**src/include/mhcp_pkg.sv**
```systemverilog
// Shared constants of the motion host command port: register map over AXI4-Lite,
// command encodings, status fields and internal processing delays.
// Assumes a single 50 MHz clock and a synchronous active-high reset.
package mhcp_pkg;

	// ************************************************************
	// Register byte addresses on the AXI4-Lite bus
	// ************************************************************
	localparam logic [7:0] ADDR_COMMAND_BUFFER = 8'h00;
	localparam logic [7:0] ADDR_WRITE_BUFFER   = 8'h04;
	localparam logic [7:0] ADDR_READ_BYTE_HI   = 8'h08;
	localparam logic [7:0] ADDR_READ_BYTE_MID  = 8'h0C;
	localparam logic [7:0] ADDR_READ_BYTE_LO   = 8'h10;
	localparam logic [7:0] ADDR_STATUS         = 8'h14;
	localparam logic [7:0] ADDR_MODE           = 8'h18;

	// ************************************************************
	// Field positions and reset values
	// ************************************************************
	localparam int        STAT_BUSY_BIT    = 0;
	localparam int        STAT_RUN_BIT     = 1;
	localparam int        STAT_HOLD_BIT    = 2;
	localparam int        STAT_IRQ_BIT     = 3;
	localparam int        STAT_SKIP_BIT    = 4;
	localparam int        STAT_BCNT_LSB    = 5;
	localparam int        MODE_COMPAT_BIT  = 0;
	localparam int        MODE_SELECT_BIT  = 1;
	localparam logic [1:0] MODE_RESET      = 2'h0;
	localparam logic [5:0] OUT_MODE_RESET  = 6'h00;
	localparam logic [23:0] REG_RESET      = 24'h000000;

	// ************************************************************
	// Command encoding: type in bits 7..6
	// ************************************************************
	localparam logic [1:0] CMD_TYPE_CONTROL  = 2'h0;
	localparam logic [1:0] CMD_TYPE_START    = 2'h1;
	localparam logic [1:0] CMD_TYPE_OUTMODE  = 2'h2;
	localparam logic [1:0] CMD_TYPE_REGSEL   = 2'h3;
	localparam int         CMD_GO_BIT        = 4;
	localparam int         CMD_HOLD_BIT      = 3;
	localparam int         CMD_STOP_BIT      = 0;

	// ************************************************************
	// Internal processing delays in clock cycles
	// ************************************************************
	localparam logic [1:0] REG_PROC_CYCLES = 2'h3;
	localparam logic [1:0] CMD_PROC_CYCLES = 2'h2;

	// ************************************************************
	// AXI responses and pending operation kinds
	// ************************************************************
	localparam logic [1:0] RESP_OKAY   = 2'h0;
	localparam logic [1:0] RESP_SLVERR = 2'h2;

	typedef enum logic [1:0] {
		OP_NONE   = 2'b00,
		OP_CMD    = 2'b01,
		OP_SELECT = 2'b10,
		OP_COMMIT = 2'b11
	} mhcp_op_t;

	typedef enum logic [1:0] {
		MOT_IDLE = 2'b00,
		MOT_HOLD = 2'b01,
		MOT_RUN  = 2'b10
	} mhcp_motion_t;

endpackage : mhcp_pkg

```
**src/rtl/mhcp_port.sv**
```systemverilog
// Host command port of a pulse-motor controller, reached over AXI4-Lite.
// Holds the command buffer, the byte-wise register write buffer, the read buffer
// and a small hold/run motion state. Assumes inputs synchronous to clock_i.

// ************************************************************
// Top module
// ************************************************************
// Notes on behaviour
// - The first data byte after selection fills bits 23 to 16 of the register value.
// - The second data byte fills bits 15 to 8 of the register value.
// - The third data byte fills bits 7 to 0 and completes the register value.
// - The wait request stays active long enough to enforce the processing delays itself.
// - The selected register value sits in the read buffer, readable byte by byte in any order.
// - A start mode, control or output mode command changes internal state two cycles later.
// - One start command starts the motor, even directly after a stop, unless it follows a hold start abort outside legacy mode.
// - A dummy command with bit 4 cleared before the start command changes nothing.
// - In legacy mode a stop or limit during a hold start, before the go trigger, raises irq.
// - In that legacy case every later start command is accepted.
// - Outside legacy mode the hold start abort keeps the old behaviour.
module mhcp_port #(
	parameter int NUM_REGS = 8
) (
	input  wire logic        clock_i,
	input  wire logic        rst_i,
	input  wire logic [7:0]  s_axi_awaddr_i,
	input  wire logic        s_axi_awvalid_i,
	output logic             s_axi_awready_o,
	input  wire logic [31:0] s_axi_wdata_i,
	input  wire logic [3:0]  s_axi_wstrb_i,
	input  wire logic        s_axi_wvalid_i,
	output logic             s_axi_wready_o,
	output logic [1:0]       s_axi_bresp_o,
	output logic             s_axi_bvalid_o,
	input  wire logic        s_axi_bready_i,
	input  wire logic [7:0]  s_axi_araddr_i,
	input  wire logic        s_axi_arvalid_i,
	output logic             s_axi_arready_o,
	output logic [31:0]      s_axi_rdata_o,
	output logic [1:0]       s_axi_rresp_o,
	output logic             s_axi_rvalid_o,
	input  wire logic        s_axi_rready_i,
	input  wire logic        stop_input_n_i,
	input  wire logic        limit_switch_input_n_i,
	input  wire logic        go_trigger_input_n_i,
	output logic             wait_request_n_o,
	output logic             interrupt_o,
	output logic             motor_run_o,
	output logic [5:0]       output_mode_o
);

	localparam int IDX_W = (NUM_REGS > 1) ? $clog2(NUM_REGS) : 1;

	// ************************************************************
	// Address decode helper, used by both bus channels
	// ************************************************************
	function automatic logic addr_mapped(input logic [7:0] addr);
		addr_mapped = (addr == mhcp_pkg::ADDR_COMMAND_BUFFER) ||
			(addr == mhcp_pkg::ADDR_WRITE_BUFFER) ||
			(addr == mhcp_pkg::ADDR_READ_BYTE_HI) ||
			(addr == mhcp_pkg::ADDR_READ_BYTE_MID) ||
			(addr == mhcp_pkg::ADDR_READ_BYTE_LO) ||
			(addr == mhcp_pkg::ADDR_STATUS) ||
			(addr == mhcp_pkg::ADDR_MODE);
	endfunction : addr_mapped

	// ************************************************************
	// State
	// ************************************************************
	logic [7:0]           aw_addr_reg;
	logic                 aw_full_reg;
	logic [7:0]           w_data_reg;
	logic                 w_lane0_reg;
	logic                 w_full_reg;
	logic                 bvalid_reg;
	logic [1:0]           bresp_reg;
	logic                 rvalid_reg;
	logic [1:0]           rresp_reg;
	logic [31:0]          rdata_reg;
	logic [1:0]           busy_cnt_reg;
	mhcp_pkg::mhcp_op_t   op_reg;
	logic [7:0]           op_cmd_reg;
	logic [IDX_W-1:0]     sel_idx_reg;
	logic [1:0]           byte_cnt_reg;
	logic [23:0]          wbuf_reg;
	logic [23:0]          rbuf_reg;
	logic [23:0]          regs_reg [NUM_REGS];
	logic [1:0]           mode_reg;
	logic [5:0]           out_mode_reg;
	mhcp_pkg::mhcp_motion_t motion_reg;
	logic                 irq_reg;
	logic                 skip_start_reg;
	logic                 wr_fire;
	logic                 rd_fire;
	logic                 busy;
	logic                 legacy;
	logic                 apply;
	logic                 abort_hold;
	logic                 cmd_write;
	logic [31:0]          status_word;

	// ************************************************************
	// Handshake and decode terms
	// ************************************************************
	// Busy stalls both channels, so the bus itself enforces the processing delay.
	assign busy          = (busy_cnt_reg != 2'h0);
	assign wr_fire       = aw_full_reg && w_full_reg && !bvalid_reg && !busy;
	assign rd_fire       = s_axi_arvalid_i && !rvalid_reg && !busy;
	assign cmd_write     = wr_fire && w_lane0_reg &&
		(aw_addr_reg == mhcp_pkg::ADDR_COMMAND_BUFFER);
	assign apply         = (busy_cnt_reg == 2'h1);
	assign legacy        = mode_reg[mhcp_pkg::MODE_COMPAT_BIT] &&
		mode_reg[mhcp_pkg::MODE_SELECT_BIT];
	assign abort_hold    = (motion_reg == mhcp_pkg::MOT_HOLD) &&
		(!stop_input_n_i || !limit_switch_input_n_i);

	assign s_axi_awready_o = !aw_full_reg;
	assign s_axi_wready_o  = !w_full_reg;
	assign s_axi_arready_o = !rvalid_reg && !busy;
	assign s_axi_bvalid_o  = bvalid_reg;
	assign s_axi_bresp_o   = bresp_reg;
	assign s_axi_rvalid_o  = rvalid_reg;
	assign s_axi_rresp_o   = rresp_reg;
	assign s_axi_rdata_o   = rdata_reg;
	assign wait_request_n_o = !busy;
	assign interrupt_o     = irq_reg;
	assign motor_run_o     = (motion_reg == mhcp_pkg::MOT_RUN);
	assign output_mode_o   = out_mode_reg;

	always_comb begin
		status_word = 32'h00000000;
		status_word[mhcp_pkg::STAT_BUSY_BIT] = busy;
		status_word[mhcp_pkg::STAT_RUN_BIT]  = (motion_reg == mhcp_pkg::MOT_RUN);
		status_word[mhcp_pkg::STAT_HOLD_BIT] = (motion_reg == mhcp_pkg::MOT_HOLD);
		status_word[mhcp_pkg::STAT_IRQ_BIT]  = irq_reg;
		status_word[mhcp_pkg::STAT_SKIP_BIT] = skip_start_reg;
		status_word[mhcp_pkg::STAT_BCNT_LSB +: 2] = byte_cnt_reg;
	end

	// ************************************************************
	// Write channels: address and data are held apart and may come in any order
	// ************************************************************
	// Each holding slot frees only when the pair executes.
	always_ff @(posedge clock_i) begin
		if (rst_i) begin
			aw_full_reg <= 1'b0;
			aw_addr_reg <= 8'h00;
			w_full_reg  <= 1'b0;
			w_data_reg  <= 8'h00;
			w_lane0_reg <= 1'b0;
		end else begin
			if (s_axi_awvalid_i && !aw_full_reg) begin
				aw_full_reg <= 1'b1;
				aw_addr_reg <= s_axi_awaddr_i;
			end else if (wr_fire) begin
				aw_full_reg <= 1'b0;
			end
			if (s_axi_wvalid_i && !w_full_reg) begin
				w_full_reg  <= 1'b1;
				w_data_reg  <= s_axi_wdata_i[7:0];
				w_lane0_reg <= s_axi_wstrb_i[0];
			end else if (wr_fire) begin
				w_full_reg <= 1'b0;
			end
		end
	end

	// Write response follows the executed pair; unmapped addresses answer SLVERR.
	always_ff @(posedge clock_i) begin
		if (rst_i) begin
			bvalid_reg <= 1'b0;
			bresp_reg  <= mhcp_pkg::RESP_OKAY;
		end else if (wr_fire) begin
			bvalid_reg <= 1'b1;
			bresp_reg  <= addr_mapped(aw_addr_reg) ? mhcp_pkg::RESP_OKAY : mhcp_pkg::RESP_SLVERR;
		end else if (s_axi_bready_i) begin
			bvalid_reg <= 1'b0;
		end
	end

	// ************************************************************
	// Read channel
	// ************************************************************
	// The read buffer is byte addressable, so the host reads bytes in any order.
	always_ff @(posedge clock_i) begin
		if (rst_i) begin
			rvalid_reg <= 1'b0;
			rresp_reg  <= mhcp_pkg::RESP_OKAY;
			rdata_reg  <= 32'h00000000;
		end else if (rd_fire) begin
			rvalid_reg <= 1'b1;
			rresp_reg  <= addr_mapped(s_axi_araddr_i) ? mhcp_pkg::RESP_OKAY : mhcp_pkg::RESP_SLVERR;
			unique case (s_axi_araddr_i)
				mhcp_pkg::ADDR_READ_BYTE_HI:  rdata_reg <= {24'h000000, rbuf_reg[23:16]};
				mhcp_pkg::ADDR_READ_BYTE_MID: rdata_reg <= {24'h000000, rbuf_reg[15:8]};
				mhcp_pkg::ADDR_READ_BYTE_LO:  rdata_reg <= {24'h000000, rbuf_reg[7:0]};
				mhcp_pkg::ADDR_STATUS:        rdata_reg <= status_word;
				mhcp_pkg::ADDR_MODE:          rdata_reg <= {30'h00000000, mode_reg};
				default:                      rdata_reg <= 32'h00000000;
			endcase
		end else if (s_axi_rready_i) begin
			rvalid_reg <= 1'b0;
		end
	end

	// ************************************************************
	// Processing timer and pending operation
	// ************************************************************
	// A command or write buffer write loads the timer; the pending operation lands when it reaches one.
	always_ff @(posedge clock_i) begin
		if (rst_i) begin
			busy_cnt_reg <= 2'h0;
			op_reg       <= mhcp_pkg::OP_NONE;
			op_cmd_reg   <= 8'h00;
		end else if (cmd_write) begin
			op_cmd_reg <= w_data_reg;
			if (w_data_reg[7:6] == mhcp_pkg::CMD_TYPE_REGSEL) begin
				busy_cnt_reg <= mhcp_pkg::REG_PROC_CYCLES;
				op_reg       <= mhcp_pkg::OP_SELECT;
			end else begin
				busy_cnt_reg <= mhcp_pkg::CMD_PROC_CYCLES;
				op_reg       <= mhcp_pkg::OP_CMD;
			end
		end else if (wr_fire && w_lane0_reg && aw_addr_reg == mhcp_pkg::ADDR_WRITE_BUFFER) begin
			busy_cnt_reg <= mhcp_pkg::REG_PROC_CYCLES;
			op_reg       <= (byte_cnt_reg == 2'h2) ? mhcp_pkg::OP_COMMIT : mhcp_pkg::OP_NONE;
		end else if (busy) begin
			busy_cnt_reg <= busy_cnt_reg - 2'h1;
			if (apply) begin
				op_reg <= mhcp_pkg::OP_NONE;
			end
		end
	end

	// ************************************************************
	// Register selection, write buffer and read buffer
	// ************************************************************
	// Bytes before any selection still land in order; software must select first.
	always_ff @(posedge clock_i) begin
		if (rst_i) begin
			sel_idx_reg  <= '0;
			byte_cnt_reg <= 2'h0;
			wbuf_reg     <= mhcp_pkg::REG_RESET;
		end else if (cmd_write && w_data_reg[7:6] == mhcp_pkg::CMD_TYPE_REGSEL) begin
			sel_idx_reg  <= w_data_reg[IDX_W-1:0];
			byte_cnt_reg <= 2'h0;
		end else if (wr_fire && w_lane0_reg && aw_addr_reg == mhcp_pkg::ADDR_WRITE_BUFFER) begin
			unique case (byte_cnt_reg)
				2'h0: wbuf_reg[23:16] <= w_data_reg;
				2'h1: wbuf_reg[15:8]  <= w_data_reg;
				default: wbuf_reg[7:0] <= w_data_reg;
			endcase
			byte_cnt_reg <= (byte_cnt_reg == 2'h2) ? 2'h0 : byte_cnt_reg + 2'h1;
		end
	end

	// The register array and read buffer change only as the processing delay ends.
	always_ff @(posedge clock_i) begin
		if (rst_i) begin
			rbuf_reg <= mhcp_pkg::REG_RESET;
			for (int i = 0; i < NUM_REGS; i++) begin
				regs_reg[i] <= mhcp_pkg::REG_RESET;
			end
		end else if (apply && op_reg == mhcp_pkg::OP_COMMIT) begin
			regs_reg[sel_idx_reg] <= wbuf_reg;
			rbuf_reg              <= wbuf_reg;
		end else if (apply && op_reg == mhcp_pkg::OP_SELECT) begin
			rbuf_reg <= regs_reg[sel_idx_reg];
		end
	end

	// ************************************************************
	// Mode register and output mode
	// ************************************************************
	always_ff @(posedge clock_i) begin
		if (rst_i) begin
			mode_reg <= mhcp_pkg::MODE_RESET;
		end else if (wr_fire && w_lane0_reg && aw_addr_reg == mhcp_pkg::ADDR_MODE) begin
			mode_reg <= w_data_reg[1:0];
		end
	end

	always_ff @(posedge clock_i) begin
		if (rst_i) begin
			out_mode_reg <= mhcp_pkg::OUT_MODE_RESET;
		end else if (apply && op_reg == mhcp_pkg::OP_CMD &&
				op_cmd_reg[7:6] == mhcp_pkg::CMD_TYPE_OUTMODE) begin
			out_mode_reg <= op_cmd_reg[5:0];
		end
	end

	// ************************************************************
	// Motion state
	// ************************************************************
	// Commands act at the second edge after the write; a start is swallowed only after a
	// hold start abort outside legacy mode, and a dummy with the go bit cleared leaves the state alone.
	always_ff @(posedge clock_i) begin
		if (rst_i) begin
			motion_reg <= mhcp_pkg::MOT_IDLE;
		end else if (apply && op_reg == mhcp_pkg::OP_CMD &&
				op_cmd_reg[7:6] == mhcp_pkg::CMD_TYPE_CONTROL &&
				op_cmd_reg[mhcp_pkg::CMD_STOP_BIT]) begin
			motion_reg <= mhcp_pkg::MOT_IDLE;
		end else if (apply && op_reg == mhcp_pkg::OP_CMD &&
				op_cmd_reg[7:6] == mhcp_pkg::CMD_TYPE_START &&
				op_cmd_reg[mhcp_pkg::CMD_GO_BIT] && !skip_start_reg) begin
			motion_reg <= op_cmd_reg[mhcp_pkg::CMD_HOLD_BIT] ?
				mhcp_pkg::MOT_HOLD : mhcp_pkg::MOT_RUN;
		end else if (abort_hold) begin
			motion_reg <= mhcp_pkg::MOT_IDLE;
		end else if (motion_reg == mhcp_pkg::MOT_HOLD && !go_trigger_input_n_i) begin
			motion_reg <= mhcp_pkg::MOT_RUN;
		end else if (motion_reg == mhcp_pkg::MOT_RUN &&
				(!stop_input_n_i || !limit_switch_input_n_i)) begin
			motion_reg <= mhcp_pkg::MOT_IDLE;
		end
	end

	// ************************************************************
	// Hold start abort: interrupt in legacy mode, old start swallowing otherwise
	// ************************************************************
	// A new command write clears the interrupt, but an abort in the same cycle wins.
	always_ff @(posedge clock_i) begin
		if (rst_i) begin
			irq_reg <= 1'b0;
		end else if (abort_hold && legacy) begin
			irq_reg <= 1'b1;
		end else if (cmd_write) begin
			irq_reg <= 1'b0;
		end
	end

	// Outside legacy mode the first start after an abort is consumed without effect.
	always_ff @(posedge clock_i) begin
		if (rst_i) begin
			skip_start_reg <= 1'b0;
		end else if (abort_hold && !legacy) begin
			skip_start_reg <= 1'b1;
		end else if (abort_hold && legacy) begin
			skip_start_reg <= 1'b0;
		end else if (apply && op_reg == mhcp_pkg::OP_CMD &&
				op_cmd_reg[7:6] == mhcp_pkg::CMD_TYPE_START &&
				op_cmd_reg[mhcp_pkg::CMD_GO_BIT]) begin
			skip_start_reg <= 1'b0;
		end
	end

endmodule : mhcp_port

```
**config.mk**
```make
export PLATFORM = sky130hd
export DESIGN_NAME = mhcp_port
export DESIGN_NICKNAME = d
export VERILOG_FILES = /design/src/include/mhcp_pkg.sv /design/src/rtl/mhcp_port.sv
export SDC_FILE = /design/constraint.sdc
export NUM_CORES = 1
export LEC_CHECK = 0
export CORE_MARGIN = 2
export CORE_UTILIZATION = 50
export CTS_CLUSTER_DIAMETER = 40
export DETAILED_ROUTE_END_ITERATION = 6
export DONT_BUFFER_PORTS = 1
export SETUP_SLACK_MARGIN = 0.2
export SLEW_MARGIN = 20
export SYNTH_ARGS = -nofsm -noshare
export SYNTH_HDL_FRONTEND = slang
export SYNTH_SLANG_ARGS = --single-unit
```
**constraint.sdc**
```tcl
create_clock -name clock_i -period 8.8 [get_ports clock_i]
set_input_delay 1.76 -clock clock_i [delete_from_list [all_inputs] [get_ports clock_i]]
set_output_delay 1.76 -clock clock_i [all_outputs]
set_load 0.02 [all_outputs]
```
==> results, run 1 <==
- The flow ran to the end, and the final reports show no timing, DRC or antenna violations.
- Based on the critical path, the design can be clocked at up to roughly 250 MHz.
- Yosys mapped the design onto slightly below 60 distinct sky130hd cell types.
- The number of flops mapped to enable cells by yosys is 192.
- The final cell utilization of the core is 0.563.
- The number of nets in the finished design is 1,259.
- The total of fill cells in the finished design is between 2,000 and 2,500.
- In this run, CTS created clock tree buffers numbering 41.
- In the layout the commonest cells are sky130_fd_sc_hd__edfxtp_1 (192), sky130_fd_sc_hd__nor3_1 (119), sky130_fd_sc_hd__a21oi_1 (111).
- The number of diodes is 0.
- The die is 169 µm tall.
- The die covers 28,700 µm².
- The critical path data required time is approximately 9 ns.
- The per-cell routed wire length is 22.4 µm.
- The number of gates given a new drive strength after cts is 0.
- The worst-case clock buffer depth is 3.
- The areal power density over the cells is 224 nW/µm².
- The wire length of the first global-routing pass is between 50,000 and 60,000 µm.
- During placement, the flow inserted port buffers numbering 0.
- In this run the cell area measured after placement is 13,800 µm².
- Summing over every cut layer, the via total after detailed routing is approximately 9,700.
- The max-slew violation count is 0.
- The smallest clock period supported by the final layout is computed as 3.99 ns.
- For the final database, setup skew stands at roughly 0.019 ns.
- The fraction of post-synthesis cell area in the top cell type by area is 0.421.
- The register with the most flip-flops in the layout has 192 of them.
- On the critical path, the stage with the largest delay is an instance of sky130_fd_sc_hd__o21ai_2.
- The nature of the critical path startpoint is an input port.
- The remaining max-slew budget at the tightest pin is 0.346.
- Along the worst path, the maximum fanout reaches 117.
- The die is 169 µm wide.
- The proportion of synthesized chip area in sequential cells is 0.579.
- The floorplan has 60 rows.
- The proportion of register bits with asynchronous set or reset after synthesis is 0.
- The nature of the critical path endpoint is a flip-flop.
- The area of all sequential standard cells is roughly 7900 µm².
- In this run the mean area of a mapped cell was 11.0 µm².
- The final number of hold-violating endpoints came to 0.
- Adding up every negative setup slack in the final design gives 0 ns.
- The global router's overall resource usage is 0.248.
- The final wirelength is 35,100 µm.
- The synthesized area is 13,700 µm².
- The multi-input combinational cells in the finished layout cover a total of between 5000 and 6000 µm².
- Synthesis inferred 300 register bits.
- Entering global routing, the biggest net connects approximately 120 pins.
- The post-route cell area is 15,200 µm².
- The count of maximum capacitance violations is 0.
- The number of hold buffers added after CTS was 0.
- The primary flip-flop cell chosen by synthesis mapping is sky130_fd_sc_hd__edfxtp_1.
- Clock-pin slew was measured on the worst setup and hold paths at 0.05 ns.
- The total overflow reported by the global router is 0.
- The number of antenna violations at the first check in global routing is 0.
- Summed over all cells, the static leakage comes to 5.07 nW.
- The synthesized design spends more area on one cell type than any other, namely sky130_fd_sc_hd__edfxtp_1.
- The number of nets with antenna violations after routing is 0.
- In this run the post-CTS setup repair buffer count came out at 0.
- Of the cells placed in the final design, the portion with a size suffix greater than 1 is 0.158.
- The largest voltage drop on the vdd net is 0.162 mV.
- The final critical-path share of the clock period is 0.453.
- The library cell used most frequently in the layout, excluding fill and tap cells, is sky130_fd_sc_hd__edfxtp_1.
- After synthesis, the cell types taking the most area are sky130_fd_sc_hd__edfxtp_1 (42%), sky130_fd_sc_hd__dfxtp_1 (16%), sky130_fd_sc_hd__mux2_2 (5.8%), sky130_fd_sc_hd__nor3_1 (4.4%), sky130_fd_sc_hd__a21oi_1 (4.1%).
- The slack of the worst reg-to-reg path is 5.49 ns.
- For this design, the sink count on the clock tree is 300.
- Dividing the detail-routed via count by the number of cells gives approximately 6.2.
- The number of instances in the placed design is 1,493.
- The total design power is 3.40 mW.
- The I/O pin count is 112.
- The first routing iteration left 963 violations.
- The worst setup path is of the in -> reg kind.
- The final instance count without filler cells is about 1,600.
- The arrival time at the worst endpoint is between 4 and 5 ns.
- On the worst path, the slowest cell contributes a delay of 0.62 ns.
- The layout overhead on the synthesized area is 10.8%.
- The final routed DRC violation total is 0.
- The most numerous cell type found on the critical path is sky130_fd_sc_hd__buf_4.
- For the pin with the worst max-slew slack, the measured transition is 0.979 ns.
- The floorplan core area is 27,000 µm².
- The gate count of the mapped netlist is 1,243.
- TritonCTS built the clock tree.
- The buffer cell driving the clock tree root is sky130_fd_sc_hd__clkbuf_16.
- The via count of the first global-routing pass is roughly 9,400.
- The routability congestion estimate from global placement is 0.833.
- The setup slack after placement is 4.37 ns.
- In this run the worst hold path is classified as reg -> reg.
- The worst-case hold slack is 0.456 ns.
- The detailed placer's ending HPWL is 20,900 µm.
- During synthesis, Yosys emitted a total of 0 warnings.
- Setup repair after global routing left no endpoint under its margin.
- The maximum level of the CTS H-tree is 2.
- The critical path goes through and4b_1 -> nand2_2 -> buf_4 -> o21ai_2 -> buf_4.
- After layout, the worst setup slack is a little under 5 ns.
- The later-pin clock latency in the skew report is 0.53 ns.
- The initial utilization of the core area, before any placement, comes to 0.508.
- The detailed-router iteration count before antenna repair is 5.
- Setup violations remaining at the end of the flow were counted as 0.
-- cells by family (layout without fill, tap and decap cells) --
| logic type | after synthesis | after routing | synth area share |
|---|---|---|---|
| other | 1 | 26 | 0.000274 |
| AOI/OAI and AO/OA | 280 | 280 | 0.134 |
| muxes | 87 | 87 | 0.0700 |
| xor gates and xnor gates | 1 | 1 | 0.000640 |
| and+or+nand+nor | 407 | 407 | 0.160 |
| DFF | 300 | 300 | 0.579 |
| buffers and inverters | 165 | 125 | 0.0538 |
| adders and majority gates | 2 | 2 | 0.00183 |
-- critical path, delay by kind of cell --
family                 cells  cell delay (ns)
and+or+nand+nor            2             0.76
AOI/OAI and AO/OA          1             0.62
buffers and inverters      2             0.93
-- power by group --
group	leakage, nW	internal [mW]	switching [mW]
Clock	0.692	1.01	0.626
Sequential	2.86	1.55	0.0373
Combinational	1.52	0.0610	0.114
-- layout make-up --
cell class	count	share of cell area
inverter	28	0.00693
clock buffer	53	0.0775
tap	341	0.0281
sequential	300	0.523
clock inverter	23	0.0130
multi-input combinational	803	0.341
timing repair buffer	21	0.0104
-- layer usage --
| metal | share of wire | global-route usage | vias to the layer above |
|---|---|---|---|
| met5 | 0 | 0 | - |
| met4 | 0.023 | 0.0665 | 0 |
| met3 | 0.063 | 0.0380 | 52 |
| met2 | 0.47 | 0.392 | 296 |
| met1 | 0.45 | 0.357 | 4807 |
| li1 | - | - | 4534 |
-- cells in the mapped netlist, types with 14 or more instances --
cell type                  count
sky130_fd_sc_hd__nand3_1      23
sky130_fd_sc_hd__a21oi_1     111
sky130_fd_sc_hd__a221oi_1     14
sky130_fd_sc_hd__nor2b_1      19
sky130_fd_sc_hd__nand2_1      63
sky130_fd_sc_hd__nor3_1      119
sky130_fd_sc_hd__o211ai_1     15
sky130_fd_sc_hd__o21ai_0      38
sky130_fd_sc_hd__and2_1       57
sky130_fd_sc_hd__mux2_2       70
sky130_fd_sc_hd__mux2i_1      17
sky130_fd_sc_hd__a211oi_1     20
sky130_fd_sc_hd__nor2_1       35
sky130_fd_sc_hd__buf_4        26
sky130_fd_sc_hd__buf_1        15
sky130_fd_sc_hd__edfxtp_1    192
sky130_fd_sc_hd__clkinv_1     17
sky130_fd_sc_hd__a22o_1       17
sky130_fd_sc_hd__dfxtp_1     108
sky130_fd_sc_hd__nor4_1       37
sky130_fd_sc_hd__a221o_1      17
sky130_fd_sc_hd__clkbuf_1     86
-- path summary, 6_finish.rpt --
kind / start / end / cells after the start
worst max-delay path: rst_i / regs_reg[4][2] / 5
worst min-delay path: op_cmd_reg[1] / op_cmd_reg[1] / 2
worst min register to register: op_cmd_reg[1] / op_cmd_reg[1] / 2
worst max register to register: busy_cnt_reg[1] / regs_reg[4][2] / 7
No activity file was read; power rests on OpenSTA's default activity.
==> run 2: changes to the inputs <==
--- a/config.mk
+++ b/config.mk
@@ -10,6 +10,7 @@
 export CTS_CLUSTER_DIAMETER = 40
 export DETAILED_ROUTE_END_ITERATION = 6
 export DONT_BUFFER_PORTS = 1
+export PLACE_DENSITY = 0.68
 export SETUP_SLACK_MARGIN = 0.2
 export SLEW_MARGIN = 20
 export SYNTH_ARGS = -nofsm -noshare
==> constraint.sdc (replaced) <==
create_clock -name clock_i -period 3.5 [get_ports clock_i]
set_input_delay 0.7 -clock clock_i [delete_from_list [all_inputs] [get_ports clock_i]]
set_output_delay 0.7 -clock clock_i [all_outputs]
set_load 0.02 [all_outputs]
==> results, run 2 (synthesized netlist as in run 1, its figures left out) <==
- The flow ran to the end, and the final reports show no timing, DRC or antenna violations.
- The remaining max-slew budget at the tightest pin is 0.364 (+0.0175).
- The number of flip-flops in the largest register is 192 (unchanged).
- The fraction of layout instances using a drive strength above 1 is 0.163 (+0.00490).
- The initial cell density of the core was 0.508 (unchanged).
- The worst-case clock buffer depth was 3 (unchanged).
- The maximum level of the CTS H-tree is 2 (unchanged).
- The category of cells accounting for the largest share of critical-path delay is simple AND/OR/NAND/NOR gates.
- The number of diodes is 0 (unchanged).
- CTS placed an instance of sky130_fd_sc_hd__clkbuf_16 at the clock tree root.
- The slew at the pin closest to its max-slew limit is 0.953 ns (-0.0262 ns).
- The internal power component came to 6.50 mW (+150%).
- The number of nets with antenna violations after routing is 0 (unchanged).
- The via count of the first global-routing pass is 9,736 (+3.4%).
- The number of violations reported at the end of detailed-routing iteration 0 is 959 (-0.42%).
- The routability congestion estimate from global placement came to 0.841 (+0.94%).
- The floorplan core area is 27,000 µm² (unchanged).
- Traced cell by cell, the critical path runs through inv_1 -> ha_1 -> nor2b_1 -> nand2_1 -> or4_1 -> o31ai_1.
- The arrival time at the worst endpoint is 3.13 ns (-1.04 ns).
- The number of instances in the placed design is 1,506 (+0.87%).
- The areal power density over the cells was 551 nW/µm² (+150%).
- The highest clock frequency the design can meet is around 370 MHz.
- The nature of the critical path startpoint is a flip-flop.
- The max-slew violation count is 0 (unchanged).
- The number of gates given a new drive strength after cts is 0 (unchanged).
- The total overflow reported by the global router is 0 (unchanged).
- The count of maximum capacitance violations was 0 (unchanged).
- The die boundary width is 169 µm (unchanged).
- The via count is 9,857 (+1.7%).
- The final routed DRC violation total was 0 (unchanged).
- The final number of hold-violating endpoints is 0 (unchanged).
- The count of hold buffers inserted by post-cts repair is 0 (unchanged).
- The library cell contributing the largest single delay on the critical path is sky130_fd_sc_hd__or4_1.
- The per-cell routed wire length is 22.0 µm (-1.8%).
- The proportion of power drawn by the clock network is 0.472 (-0.010).
- Leaving out fill and tap cells, the most frequent cells in the layout are sky130_fd_sc_hd__edfxtp_1 (192), sky130_fd_sc_hd__nor3_1 (119), sky130_fd_sc_hd__a21oi_1 (111).
- The global router's overall resource usage is 0.245 (-0.00268).
- The worst setup path is captured at a flip-flop.
- The clock transition time at the flip-flop clock pins of the worst setup and hold paths is 0.06 ns (about the same).
- The total of endpoints with negative setup slack in the final report is 0 (unchanged).
- The final critical-path share of the clock period is 0.770.
- The smallest clock period supported by the final layout is computed as 2.69 ns.
- The final instance count without filler cells is 1,575 (+0.38%).
- The detailed placer's ending HPWL is 21,700 µm (+3.8%).
- The maximum number of pins on one net before global-route repair is 118 (unchanged).
- The library cell used most frequently in the layout, excluding fill and tap cells, is sky130_fd_sc_hd__edfxtp_1.
- The post-route clock skew is 0.0196 ns (+0.000405 ns).
- TritonCTS built the clock tree.
- The total of fill cells in the finished design is 2,305 (-1.3%).
- The critical path in this run is classified as reg -> reg.
- The final wirelength is 34,600 µm (-1.4%).
- The setup fix buffers added after clock tree synthesis is 0 (unchanged).
- The layout overhead on the synthesized area is 10.9%.
- The number of port buffers is 0 (unchanged).
- The standard-cell row count is 60 (unchanged).
- The critical path data required time is 3.93 ns (-5.05 ns).
- The die height is 169 µm (unchanged).
- The wire length of the first global-routing pass is 54,800 µm (-0.41%).
- The routed via count divided by cell count is 6.26 (+1.3%).
- The largest voltage drop on the vdd net is 0.430 mV (+160%).
- The maximum single-stage delay on the critical path is 0.71 ns (+0.09 ns).
- The CTS buffer count was 38 (-7.3%).
- The maximum fanout along the worst path is 9 (-92%).
- The aggregate negative setup slack is 0 ns (unchanged).
- The switching share of power is 0.224 (-0.00536).
- The proportion of power drawn by flip-flops and latches is 0.475 (+0.009).
- The path class of the tightest hold or removal check is in -> reg.
- The detailed-router iteration count before antenna repair is 5 (unchanged).
- The critical path buffer and inverter count is 1 (-1).
- The number of antenna violations at the first check in global routing is 0 (unchanged).
- The number of clock sinks seen by CTS is 300 (unchanged).
- The later-pin clock latency in the skew report is 0.52 ns (about the same).
- The leakage power summed over all cells is 5.08 nW (+0.22%).
- The area of the die was 28,700 µm² (unchanged).
- Setup repair after global routing left no endpoint under its margin.
- The number of nets in the finished design came to 1,269 (+0.79%).
- The combinational fraction of design power is 0.052 (about the same).
- The net switching power is 1.87 mW (+140%).
- The I/O pin count was 112 (unchanged).
run 2: cell count changes in the layout (fill, tap and decap cells not counted), sizes merged:
cell,previous run,this run
clkinv,30,27
inv,19,16
buf,21,34
bufinv,2,4
clkbuf,53,48
clkinvlp,0,2
run 2: per-layer routing:
layer / track usage / vias up / wire length (µm)
li1: - / 4560 / -
met1: 0.340 / 4886 / 15100
met2: 0.395 / 353 / 16400
met3: 0.0403 / 58 / 2260
met4: 0.0810 / 0 / 797
met5: 0 / - / 0
run 2: worst reg2reg max path, delay by kind of cell (launching register included):
family | cells | cell delay (ns)
AND/OR/NAND/NOR | 3 | 1.47
adder cells (fa/ha/maj) | 1 | 0.49
AO/OA/AOI/OAI | 1 | 0.26
buffers and inverters | 1 | 0.08
flip-flops | 1 | 0.30
run 2: final timing paths:
check / cells past startpoint / slack [ns] / endpoint / start
setup / recovery: 6 / 0.81 / s_axi_rdata_o[7] / busy_cnt_reg[1]
hold / removal: 1 / 0.25 / output_mode_o[3] / rst_i
setup reg to reg: 6 / 0.81 / s_axi_rdata_o[7] / busy_cnt_reg[1]
hold reg to reg: 2 / 0.45 / op_cmd_reg[5] / op_cmd_reg[5]
run 2: power groups by stage:
stage	logic, mW	registers (mW)	clock network, mW
6_report	0.439	3.98	3.95
5_1_grt	0.486	3.99	4.16
4_1_cts	0.440	3.98	4.00
3_5_place_dp	0.437	4.05	0
3_3_place_gp	0.427	4.04	0
2_1_floorplan	0.385	4.02	0
run 2: area by class of cell:
cell class	count	area, µm²	area share
flip-flops and latches	300	7930	0.523
multi-input cells	803	5150	0.340
clock buffers	48	1060	0.0698
well taps	341	427	0.0281
repair buffers	34	268	0.0176
clock inverters	21	235	0.0155
inverters	28	105	0.00692
run 2: metrics by stage:
stage / util / worst slack (ns) / instance area (µm²) / power, mW / hold WS [ns]
6_report: 0.563 / 0.805 / 15200 / 8.37 / 0.253
5_1_grt: 0.563 / 0.603 / 15200 / 8.64 / 0.232
4_1_cts: 0.563 / 0.792 / 15200 / 8.42 / 0.230
3_5_place_dp: 0.515 / 0.818 / 13900 / 4.49 / 0.444
3_3_place_gp: 0.515 / 0.864 / 13900 / 4.47 / 0.439
2_1_floorplan: - / 0.333 / 13800 / 4.41 / 0.432
==> run 3: changes to the inputs <==
--- a/config.mk
+++ b/config.mk
@@ -5,12 +5,12 @@
 export SDC_FILE = /design/constraint.sdc
 export NUM_CORES = 1
 export LEC_CHECK = 0
+export ABC_AREA = 1
 export CORE_MARGIN = 2
 export CORE_UTILIZATION = 50
 export CTS_CLUSTER_DIAMETER = 40
 export DETAILED_ROUTE_END_ITERATION = 6
 export DONT_BUFFER_PORTS = 1
-export PLACE_DENSITY = 0.68
 export SETUP_SLACK_MARGIN = 0.2
 export SLEW_MARGIN = 20
 export SYNTH_ARGS = -nofsm -noshare
==> constraint.sdc (replaced) <==
create_clock -name clock_i -period 2.8 [get_ports clock_i]
set_input_delay 0.56 -clock clock_i [delete_from_list [all_inputs] [get_ports clock_i]]
set_output_delay 0.56 -clock clock_i [all_outputs]
set_load 0.02 [all_outputs]
==> results, run 3 <==
- The max-slew violation count was 0 (unchanged).
- The via count of the first global-routing pass was 9,981 (+2.5%).
- The maximum fanout along the worst path is 5 (-4).
- The total overflow reported by the global router is 0 (unchanged).
- The proportion of synthesized chip area in sequential cells is 0.593 (+0.0133).
- The placed cell area is 13,600 µm² (-1.8%).
- The total of fill cells in the finished design is 2,381 (+3.3%).
- The number of nets in the finished design is 1,604 (+26%).
- The worst setup path is captured at a primary output.
- Among all flip-flop cells after synthesis, the most frequent one is sky130_fd_sc_hd__edfxtp_1.
- The most frequent standard cell in the layout excluding fill and tap cells is sky130_fd_sc_hd__nand2_1.
- The setup slack after placement was 0.540 ns (-0.277 ns).
- The number of flip-flops in the largest register is 192 (unchanged).
- The initial cell density of the core was 0.512 (+0.00417).
- The leakage power summed over all cells is 5.68 nW (+12%).
- The worst hold-check path type is in -> reg.
- The final routed DRC violation total is 0 (unchanged).
- The per-cell routed wire length is 18.7 µm (-15%).
- The final instance count without filler cells is 1,907 (+21%).
- The aggregate negative setup slack is 0 ns (unchanged).
- The maximum number of pins on one net before global-route repair is 92 (-22%).
- TritonCTS built the clock tree.
- The area of the die is 28,100 µm² (-2.2%).
- Setup repair after global routing left no endpoint under its margin.
- The proportion of register bits with asynchronous set or reset after synthesis is 0 (unchanged).
- The fraction of layout instances using a drive strength above 1 is 0.0916 (-0.0713).
- The number of diodes is 0 (unchanged).
- The detailed placer's ending HPWL is 22,200 µm (+2.4%).
- Sorting the synthesized cells by how often they occur yields sky130_fd_sc_hd__nand2_1 (355), sky130_fd_sc_hd__nor2_1 (296), sky130_fd_sc_hd__edfxtp_1 (192).
- The clock transition time at the flip-flop clock pins of the worst setup and hold paths is 0.05 ns (about the same).
- The arrival time at the worst endpoint came to 1.81 ns (-1.32 ns).
- The post-route cell area is 15,200 µm² (+0.28%).
- The worst setup path is launched from a flip-flop.
- The area of all sequential standard cells is 7930 µm² (about the same).
- The later-pin clock latency in the skew report is 0.54 ns (+0.02 ns).
- The cell family contributing the most delay on the critical path is adder cells.
- The largest voltage drop on the vdd net is 0.570 mV (+33%).
- The number of violations reported at the end of detailed-routing iteration 0 was 964 (+0.52%).
- The I/O pin count came to 112 (unchanged).
- The flow ran to the end, and the final reports show no timing, DRC or antenna violations.
- The area growth from synthesis to layout is 13.8%.
- The maximum single-stage delay on the critical path is 0.40 ns (-0.31 ns).
- The number of clock sinks seen by CTS is 300 (unchanged).
- The fraction of post-synthesis cell area in the top cell type by area was 0.431 (+0.00965).
- The number of port buffers came to 0 (unchanged).
- The remaining max-slew budget at the tightest pin is 0.530 (+0.167).
- The worst setup path is of the reg -> out kind.
- The total design power is 11.4 mW (+36%).
- The final wirelength is 35,600 µm (+2.8%).
- The critical path data required time is 2.24 ns (-1.69 ns).
- The slew at the pin closest to its max-slew limit came to 0.704 ns (-0.249 ns).
- The post-layout worst setup margin is 0.426 ns (-0.379 ns).
- The gate count of the mapped netlist is 1,536 (+24%).
- The routed via count divided by cell count is 5.44 (-13%).
- Of the available clock period, the critical path in the final layout requires 0.848.
- The most common cell in the netlist is sky130_fd_sc_hd__nand2_1.
- The areal power density over the cells came to 750 nW/µm² (+36%).
- The largest total area in the synthesized netlist belongs to sky130_fd_sc_hd__edfxtp_1.
- Static timing analysis puts the maximum clock frequency at ~420 MHz.
- The post-route clock skew is 0.0102 ns (-0.00933 ns).
- The wire length of the first global-routing pass was 55,500 µm (+1.2%).
- The synthesized area was 13,400 µm² (-2.2%).
- The CTS buffer count is 44 (+16%).
- The critical path goes through inv_1 -> ha_1 -> inv_1 -> nor2_2.
- The die boundary width is 168 µm (-1.1%).
- The worst-case clock buffer depth was 3 (unchanged).
- The number of warning messages in the yosys log is 0 (unchanged).
- The register bit total from synthesis is 300 (unchanged).
- The number of antenna violations at the first check in global routing is 0 (unchanged).
- The distinct cell type count after synthesis was 30 (-48%).
- The count of hold buffers inserted by post-cts repair is 0 (unchanged).
- The maximum level of the CTS H-tree is 2 (unchanged).
- The largest individual stage delay along the critical path comes from the cell sky130_fd_sc_hd__ha_1.
- The tree is rooted in a sky130_fd_sc_hd__clkbuf_16.
- The number of nets with antenna violations after routing came to 0 (unchanged).
- The top cell types in the final layout, fill and taps aside, are sky130_fd_sc_hd__nand2_1 (355), sky130_fd_sc_hd__nor2_1 (295), sky130_fd_sc_hd__edfxtp_1 (192).
- The number of gates given a new drive strength after cts is 0 (unchanged).
- The standard-cell row count is 59 (-1.7%).
- The final number of hold-violating endpoints came to 0 (unchanged).
- The via count is 10,400 (+5.3%).
- The routability congestion estimate from global placement came to 0.850 (+1.1%).
- The cell that appears most often on the critical path is sky130_fd_sc_hd__inv_1.
- The die height is 168 µm (-1.1%).
- The detailed-router iteration count before antenna repair is 5 (unchanged).
- The setup fix buffers added after clock tree synthesis is 0 (unchanged).
- The worst path in the final design needs a cycle of 2.37 ns, including I/O delays and setup.
- The number of flops mapped to enable cells by yosys is 192 (unchanged).
- The area occupied by multi-input gates is 4650 µm² (-9.9%).
- After synthesis, the cell types taking the most area are sky130_fd_sc_hd__edfxtp_1 (43%), sky130_fd_sc_hd__dfxtp_1 (16%), sky130_fd_sc_hd__nand2_1 (10%), sky130_fd_sc_hd__nor2_1 (8.3%), sky130_fd_sc_hd__a21oi_1 (6.2%).
- The count of maximum capacitance violations is 0 (unchanged).
- The floorplan core area is 26,100 µm² (-3.0%).
- The global router's overall resource usage is 0.255 (+0.00977).
- The total of endpoints with negative setup slack in the final report came to 0 (unchanged).
- The post-synthesis average cell area was 8.71 µm² (-21%).
- The number of instances in the placed design is 1,829 (+21%).
- The critical path buffer and inverter count is 2 (+1).
-- run 3: cell type report --
| cell class | count | area share |
|---|---|---|
| Timing Repair Buffer | 35 | 0.0205 |
| Sequential cell | 300 | 0.521 |
| Inverter | 86 | 0.0214 |
| Clock buffer | 53 | 0.0808 |
| Tap cell | 335 | 0.0275 |
| Multi-Input combinational cell | 1073 | 0.305 |
| Clock inverter | 25 | 0.0238 |
-- run 3: per-stage QoR --
step / utilization / hold slack (ns)
after floorplan: - / 0.438
after global placement: 0.522 / 0.443
after detailed placement: 0.522 / 0.446
after CTS: 0.583 / 0.0820
after global routing: 0.583 / 0.0887
final: 0.583 / 0.0960
-- run 3: layer usage --
| metal | global-route usage | up-vias | share of wire |
|---|---|---|---|
| met5 | 0 | - | 0 |
| met4 | 0.0790 | 0 | 0.023 |
| met3 | 0.0366 | 54 | 0.073 |
| met2 | 0.409 | 361 | 0.46 |
| met1 | 0.361 | 4911 | 0.45 |
| li1 | - | 5049 | - |
-- run 3: kinds of logic after synthesis --
group	Yosys count	synth area share
buffers and inverters	188	0.0673
AO/OA/AOI/OAI	276	0.105
AND/OR/NAND/NOR	769	0.233
flip-flops	300	0.593
other	1	0.000280
adder cells (fa/ha/maj)	2	0.00187
-- run 3: final timing paths --
path                   start               to  slack, ns  depth (start not counted)
max reg2reg  busy_cnt_reg[0]   sel_idx_reg[0]       0.52                          8
max          busy_cnt_reg[0]  s_axi_arready_o       0.43                          4
min                    rst_i      interrupt_o        0.1                          1
min reg2reg    op_cmd_reg[1]    op_cmd_reg[1]       0.45                          2
-- run 3: power by group --
group	switching, mW	internal (mW)	leakage, nW
Sequential	0.113	4.87	2.80
Clock	2.03	3.87	0.774
Combinational	0.401	0.139	2.11
Total	2.54	8.88	5.68
